[config.mk]
export PLATFORM = sky130hd
export DESIGN_NAME = slr_stall_load
export DESIGN_NICKNAME = d
export VERILOG_FILES = /design/src/slr_pkg.sv /design/src/slr_stall_load.sv
export SDC_FILE = /design/constraint.sdc
export NUM_CORES = 1
export LEC_CHECK = 0
export ABC_AREA = 1
export BUFFER_PORTS_ARGS = -buffer_cell sky130_fd_sc_hd__buf_2
export CORE_ASPECT_RATIO = 0.75
export CORE_MARGIN = 2
export CORE_UTILIZATION = 50
export DETAILED_ROUTE_END_ITERATION = 8
export PLACE_DENSITY = 0.93
export RECOVER_POWER = 50
export SLEW_MARGIN = 20
export SYNTH_ARGS = -nofsm -noshare
export SYNTH_HDL_FRONTEND = slang
export SYNTH_SLANG_ARGS = --single-unit
[constraint.sdc]
create_clock -name pclk -period 1.95 [get_ports pclk]
set_input_delay 0.39 -clock pclk [delete_from_list [all_inputs] [get_ports pclk]]
set_output_delay 0.39 -clock pclk [all_outputs]
set_load 0.01 [all_outputs]
[src/slr_pkg.sv]
package slr_pkg;
  // ---------------------------------------------------------------
  // register map (index, byte address is four times the index)
  // ---------------------------------------------------------------
  localparam logic [7:0] SLR_IDX_THRESHOLD = 8'h74;
  localparam logic [7:0] SLR_IDX_LOAD_RESULT_V4 = 8'h75;
  localparam logic [7:0] SLR_IDX_LOAD_FILTER_SAMPLES = 8'h76;
  localparam logic [7:0] SLR_IDX_IRQ_STATUS = 8'h78;
  localparam logic [7:0] SLR_IDX_IRQ_ENABLE = 8'h79;
  localparam logic [7:0] SLR_IDX_IRQ_CLEAR = 8'h7A;
  localparam logic [7:0] SLR_IDX_STATUS = 8'h7B;
  // ---------------------------------------------------------------
  // field positions and reset values
  // ---------------------------------------------------------------
  localparam int SLR_FILT_EN_BIT = 8;
  localparam int SLR_THR_W = 8;
  localparam int SLR_RES_W = 10;
  localparam int SLR_THR_MUL_SHIFT = 1;
  localparam logic [31:0] SLR_RESET_WORD = 32'h0000_0000;
  localparam int SLR_IRQ_STALL_BIT = 0;
  localparam int SLR_IRQ_UPDATE_BIT = 1;
  localparam int SLR_IRQ_W = 2;
endpackage : slr_pkg

[src/slr_stall_load.sv]
// Added by the designer: the APB slave port.
`timescale 1ns/1ps
module slr_stall_load (
  // clock and reset
  input wire logic pclk,
  input wire logic presetn,
  // apb slave
  input wire logic psel,
  input wire logic penable,
  input wire logic pwrite,
  input wire logic [11:0] paddr,
  input wire logic [31:0] pwdata,
  output logic [31:0] prdata,
  output logic pready,
  output logic pslverr,
  // measurement core side
  input wire logic fullstep,
  input wire logic [slr_pkg::SLR_RES_W-1:0] meas_result,
  input wire logic [31:0] meas_samples,
  // status outputs
  output logic stall,
  output logic load_filter_enable,
  output logic irq
);
  import slr_pkg::*;

  // ---------------------------------------------------------------
  // bus decode
  // ---------------------------------------------------------------
  logic acc;
  logic wr;
  logic [9:0] idx;
  logic [SLR_THR_W-1:0] stall_threshold_ff;
  logic load_filter_enable_ff;
  logic [SLR_RES_W-1:0] load_result_v4_ff;
  logic [31:0] load_filter_samples_ff;
  logic stall_ff;
  logic [SLR_IRQ_W-1:0] irq_status_ff;
  logic [SLR_IRQ_W-1:0] irq_enable_ff;
  logic [SLR_IRQ_W-1:0] nxt_irq_status;
  logic [SLR_IRQ_W-1:0] clr;
  logic stall_now;
  logic [SLR_RES_W-1:0] masked_result;
  logic [SLR_RES_W:0] thr_x2;

  // zero-wait slave; every access ends in its first access cycle
  assign acc = psel & penable;
  assign wr = acc & pwrite;
  assign idx = paddr[11:2];
  assign pready = 1'b1;
  assign pslverr = 1'b0;

  // ---------------------------------------------------------------
  // threshold register
  // ---------------------------------------------------------------
  always_ff @(posedge pclk or negedge presetn) begin
    if (!presetn) begin
      stall_threshold_ff <= SLR_RESET_WORD[SLR_THR_W-1:0];
      load_filter_enable_ff <= 1'b0;
    end else if (wr && idx == {2'b00, SLR_IDX_THRESHOLD}) begin
      stall_threshold_ff <= pwdata[SLR_THR_W-1:0];
      load_filter_enable_ff <= pwdata[SLR_FILT_EN_BIT];
    end
  end
  assign load_filter_enable = load_filter_enable_ff;

  // ---------------------------------------------------------------
  // fullstep capture and stall compare
  // ---------------------------------------------------------------
  // force bits 9 and 0 low; 10-bit scale kept
  assign masked_result = {1'b0, meas_result[8:1], 1'b0};
  assign thr_x2 = {2'b00, stall_threshold_ff, 1'b0};
  // higher result = lighter load, so low result is a stall
  assign stall_now = {1'b0, masked_result} <= thr_x2;

  // refresh on any fullstep, no other gating
  always_ff @(posedge pclk or negedge presetn) begin
    if (!presetn) begin
      load_result_v4_ff <= SLR_RESET_WORD[SLR_RES_W-1:0];
      stall_ff <= 1'b0;
    end else if (fullstep) begin
      load_result_v4_ff <= masked_result;
      stall_ff <= stall_now;
    end
  end
  assign stall = stall_ff;

  // raw samples captured while the filter is enabled
  always_ff @(posedge pclk or negedge presetn) begin
    if (!presetn) begin
      load_filter_samples_ff <= SLR_RESET_WORD;
    end else if (fullstep && load_filter_enable_ff) begin
      load_filter_samples_ff <= meas_samples;
    end
  end

  // ---------------------------------------------------------------
  // interrupts
  // ---------------------------------------------------------------
  assign clr = (wr && idx == {2'b00, SLR_IDX_IRQ_CLEAR}) ? pwdata[SLR_IRQ_W-1:0] : '0;
  // set wins over clear in the same cycle
  always_comb begin
    nxt_irq_status = irq_status_ff & ~clr;
    nxt_irq_status[SLR_IRQ_STALL_BIT] = nxt_irq_status[SLR_IRQ_STALL_BIT] |
      (fullstep & stall_now);
    nxt_irq_status[SLR_IRQ_UPDATE_BIT] = nxt_irq_status[SLR_IRQ_UPDATE_BIT] | fullstep;
  end

  always_ff @(posedge pclk or negedge presetn) begin
    if (!presetn) begin
      irq_status_ff <= '0;
    end else begin
      irq_status_ff <= nxt_irq_status;
    end
  end

  always_ff @(posedge pclk or negedge presetn) begin
    if (!presetn) begin
      irq_enable_ff <= '0;
    end else if (wr && idx == {2'b00, SLR_IDX_IRQ_ENABLE}) begin
      irq_enable_ff <= pwdata[SLR_IRQ_W-1:0];
    end
  end
  assign irq = |(irq_status_ff & irq_enable_ff);

  // ---------------------------------------------------------------
  // read mux
  // ---------------------------------------------------------------
  always_comb begin
    prdata = 32'h0000_0000;
    if (acc && !pwrite) begin
      unique case (idx)
        {2'b00, SLR_IDX_THRESHOLD}:
          prdata = {23'h00_0000, load_filter_enable_ff, stall_threshold_ff};
        {2'b00, SLR_IDX_LOAD_RESULT_V4}: prdata = {22'h00_0000, load_result_v4_ff};
        {2'b00, SLR_IDX_LOAD_FILTER_SAMPLES}: prdata = load_filter_samples_ff;
        {2'b00, SLR_IDX_IRQ_STATUS}: prdata = {30'h0000_0000, irq_status_ff};
        {2'b00, SLR_IDX_IRQ_ENABLE}: prdata = {30'h0000_0000, irq_enable_ff};
        {2'b00, SLR_IDX_STATUS}: prdata = {31'h0000_0000, stall_ff};
        default: prdata = 32'h0000_0000;
      endcase
    end
  end
endmodule : slr_stall_load

* Word level (Yosys, flattened, before mapping) *
Index checks and enable logic that the tools add are counted.

cells by class
  equality and inequality tests = 7
  reduce and logical (&&, ||, !) cells = 7
  muxes and demuxes = 3
  $lt $le $gt $ge = 1
  bitwise logic cells = 8

operators with widths
  cell                                                               count
  32-bit one-hot mux with 6 select lines                             1
  10-bit by 7-bit == test with 1-bit output (second input constant)  7
  32-bit two-way mux                                                 1
  9-bit less-or-equal comparator                                     1
  1-bit logical AND                                                  5
  2-bit AND                                                          2
  1-bit AND                                                          3
  2-bit two-way mux                                                  1
  2-bit NOT                                                          1
  1-bit bitwise OR                                                   2
  2-bit OR reduction                                                 1
  1-bit zero test                                                    1

word-level totals
  output and inout port bits = 37
  word-level logic and storage cells = 33
  bits of input ports = 92
  register bits after elaboration = 54

* Depth between registers and ports, before layout *
  word-level depth = 7
  depth in mapped cells = 11

* Worst setup path before layout *
No wires, ideal clock.

  kind = input -> output
  start = input port paddr[9]
  end = output port prdata[11]
  data required time = 1,560 ps
  cell stages on the path = 8
  slack = 247 ps
  arrival = 1,313 ps
  path through = inv_1 -> nand2_1 -> nor2_4 -> nand2_4 -> nor2_4 -> inv_2 -> buf_6 -> nor2_1

between the ends
  cells in the longest elaborated chain, start to end = 3
  elaborated cells on any way between the ends = 8

RTL lines
  item                                       line                   source
  start: declaration                         slr_stall_load.sv:11   input wire logic [11:0] paddr,
  10-bit by 7-bit == test with 1-bit output  slr_stall_load.sv:132  unique case (idx)
  32-bit one-hot mux with 6 select lines *   slr_stall_load.sv:132
  32-bit two-way mux *                       slr_stall_load.sv:131  if (acc && !pwrite) begin
  end: declaration                           slr_stall_load.sv:13   output logic [31:0] prdata,

Every way passes the cells marked *; elsewhere a longest branch is shown, timed or not.

* Worst setup path after layout *
  start = input port paddr[11]
  end = output port prdata[4]

Same word-level chain as after synthesis.

==> impl_metrics.tcl <==
set metrics [dict create \
    clock-sinks 54 \
    worst-r2r-setup-slack_ns 0.47 \
    status "completed" \
    start_util 0.5100 \
    critPathLaunch "paddr[11]" \
    slowest_stage "nor2_8" \
    chipWidth_microns 92.32 \
    area_growth_syn_to_layout_pct 28.79 \
    tightest_slew_ns 1.077 \
    cpPeakStageDelay_ns 0.16 \
    crit_chain "buf_2, inv_2, nand2_4, nor2_4, nand2_4, buf_12, nor2_8, nand2_1, nand3_1, nand2_1, inv_1, buf_2" \
    final-setup-viol-count 0 \
    ios 129 \
    maxCapViolCount 0 \
    htreeDepth 2 \
    skew_ns 0.007648 \
    tns_ns 0 \
    syn_inst 340 \
    hold_viol_final 0 \
    postLayoutCellArea_sq_um 3767 \
    critPathLaunchType "primary input" \
    critPathKind "primary input to output pin" \
    timing.final.ws_setup_ns 0.03038 \
    io_buffers 99 \
    synth.area.top_cells "dfrtp_1 46%, nand2_1 14%, mux2_2 12%" \
    peakVddDrop_mv 0.4077 \
    yosysUniqueCellTypes 29 \
    drt_iter0_markers 122 \
    drive_above_1_share 0.4330 \
    ys_warn_count 0 \
    grt_pass1_vias 2459 \
    drc 0 \
    grt_max_degree 36 \
    antenna_cells 0 \
    dr.pass1.iters 4 \
    final_nets 547 \
    power_frac_comb 0.105 \
    hp-class "primary input to async pin" \
    rsz0062_at_grt "true" \
    arrival_ns 1.53 \
    total_leakage_power_uw 0.002143 \
    clock_tree.buffer_depth 2 \
    gp_congestion 0.9521 \
    dr_total_vias 2640 \
    drt_wl_total_microns 7034 \
    p_seq_frac 0.586 \
    tritoncts "built" \
    timing.rr.start "stall_threshold_ff[1]" \
    root_buffer "clkbuf_8" \
    final.min_clock_period_ns 1.920 \
    dp_slack_ns -0.03518 \
    grt_pass1_wl_microns 10960 \
    r2r_end "stall" \
    synth.top_cell.area_share 0.4619 \
    power_density_nw_per_um2 532.8 \
    crit_required_ns 1.56 \
    ys_seq_area_frac 0.4619 \
    switchingPower_uw 505.9 \
    clk_transition_reported_paths_ns 0.09 \
    die_h_microns 70.24 \
    routed_via_density 5.019 \
    cts_hold_buf 0 \
    slew_headroom 0.2819 \
    detail_route.wl_per_cell_microns 13.37 \
    layout_commonest_cell "nand2_1" \
    grt_usage 0.2123 \
    dieArea_sq_um 6485 \
    p_int_uw 1501 \
    crit_path_end_kind "output pin" \
    synth_area_per_cell_sq_um 8.604 \
    drv_slew 0 \
    placed_area_sq_um 3536 \
    syn-cell-area_sq_um 2925 \
    crit_fanout 8 \
    max_freq_mhz 520.9 \
    antenna_found_initial 0 \
    r2r_cells 11 \
    fp.coreArea_sq_um 5736 \
    synth_nets 440 \
    ys_ff_latch 54 \
    cts_made_buffers 5 \
    fin_crit_sh 0.9844 \
    clock_latency_ns 0.30 \
    final_cell_mix "103 x nand2_1, 95 x buf_2, 54 x dfrtp_1, 32 x mux2_2, 31 x inv_1" \
    nFillCells 499 \
    post-dp-hpwl_microns 5205 \
    num_rows 24 \
    final_util 0.6569 \
    p_clk_frac 0.310 \
    yosysTopAreaCell "dfrtp_1" \
    drtAntennaViolNets 0 \
    gr-total-overflow 0 \
    switching_share 0.2521 \
]
## Yosys cell counts
library cell / instances
nor2_8: 1
a21oi_1: 2
buf_2: 5
o21a_1: 1
nand3_1: 12
nor3b_1: 1
nand2_4: 2
mux2_2: 32
o21ai_0: 6
nand3b_1: 1
o21ai_2: 2
ha_1: 8
buf_6: 3
nand2_1: 106
nor3_1: 1
a22o_1: 1
nand2_2: 1
dfrtp_1: 54
conb_1: 2
a21oi_2: 6
nor2_2: 2
and3_1: 1
inv_1: 34
nor2_1: 41
nor2_4: 2
inv_2: 2
clkbuf_1: 3
nand4_1: 6
buf_4: 2
## per-stage QoR
stage               power, uW  std cells  hold slack (ns)
detailed placement       1404        512           0.3754
finish                   2007        526           0.2565
floorplan                1280        340          0.09441
global placement         1392        512           0.3642
global route             2119        526           0.2874
CTS                      2024        520          0.03872
## worst max-delay path, delay by kind of cell
kind,cells,cell delay [ns]
buf+inv,5,0.48
simple gates,7,0.66
## registers in the layout, summed over array words and instances, names as in the netlist
| register | flops |
|---|---|
| irq_status_ff | 2 |
| load_filter_samples_ff | 32 |
| stall | 1 |
| irq_enable_ff | 2 |
| load_result_v4_ff | 8 |
| load_filter_enable | 1 |
| stall_threshold_ff | 8 |
## per-layer routing
layer	global-route usage	wire [microns]
met5	0	0
met4	0.04478	31
met1	0.2813	3168
met3	0.04746	424
met2	0.3601	3409
## worst max path at each step
stage | slack [ns] | end | cells past startpoint
after floorplan | 0.25 | prdata[11] | 8
after global placement | -0.006 | prdata[10] | 9
after detailed placement | -0.04 | prdata[26] | 9
after CTS | 0.004 | prdata[3] | 12
after global routing | -0.05 | prdata[8] | 12
final | 0.03 | prdata[4] | 12
## cell families (layout without fill, tap and decap cells)
group | after synthesis | count (layout) | synth area share
flops | 54 | 54 | 0.4619
other cells | 2 | 2 | 0.002567
compound gates | 18 | 18 | 0.04320
buf+inv | 49 | 156 | 0.07527
fa+ha+maj | 8 | 8 | 0.03422
mux | 32 | 32 | 0.1232
simple gates | 177 | 178 | 0.2596
## timing repair
action,in CTS,in global routing
setup endpoints to repair,22,32
resized for setup,2,38
pin swaps,0,12
setup buffers,0,4
cloned,0,2
## final cells by class
class,count,area (sq um),area share
Sequential cell,54,1351,0.3587
Multi-Input combinational cell,238,1453,0.3856
Clock buffer,5,68.82,0.01827
Timing Repair Buffer,111,624.3,0.1657
Timing Repair inverter,1,8.758,0.002325
Tap cell,78,97.59,0.02591
Inverter,36,142.6,0.03786
Clock inverter,3,21.27,0.005646
## power groups by stage
| stage | Sequential, uW | Clock (uW) | Combinational (uW) |
|---|---|---|---|
| floorplan | 1190 | 0 | 87.1 |
| global placement | 1200 | 0 | 196 |
| detailed placement | 1200 | 0 | 205 |
| CTS | 1180 | 641 | 207 |
| global route | 1180 | 703 | 234 |
| finish | 1180 | 622 | 210 |
Power figures use the tool's default switching activity.
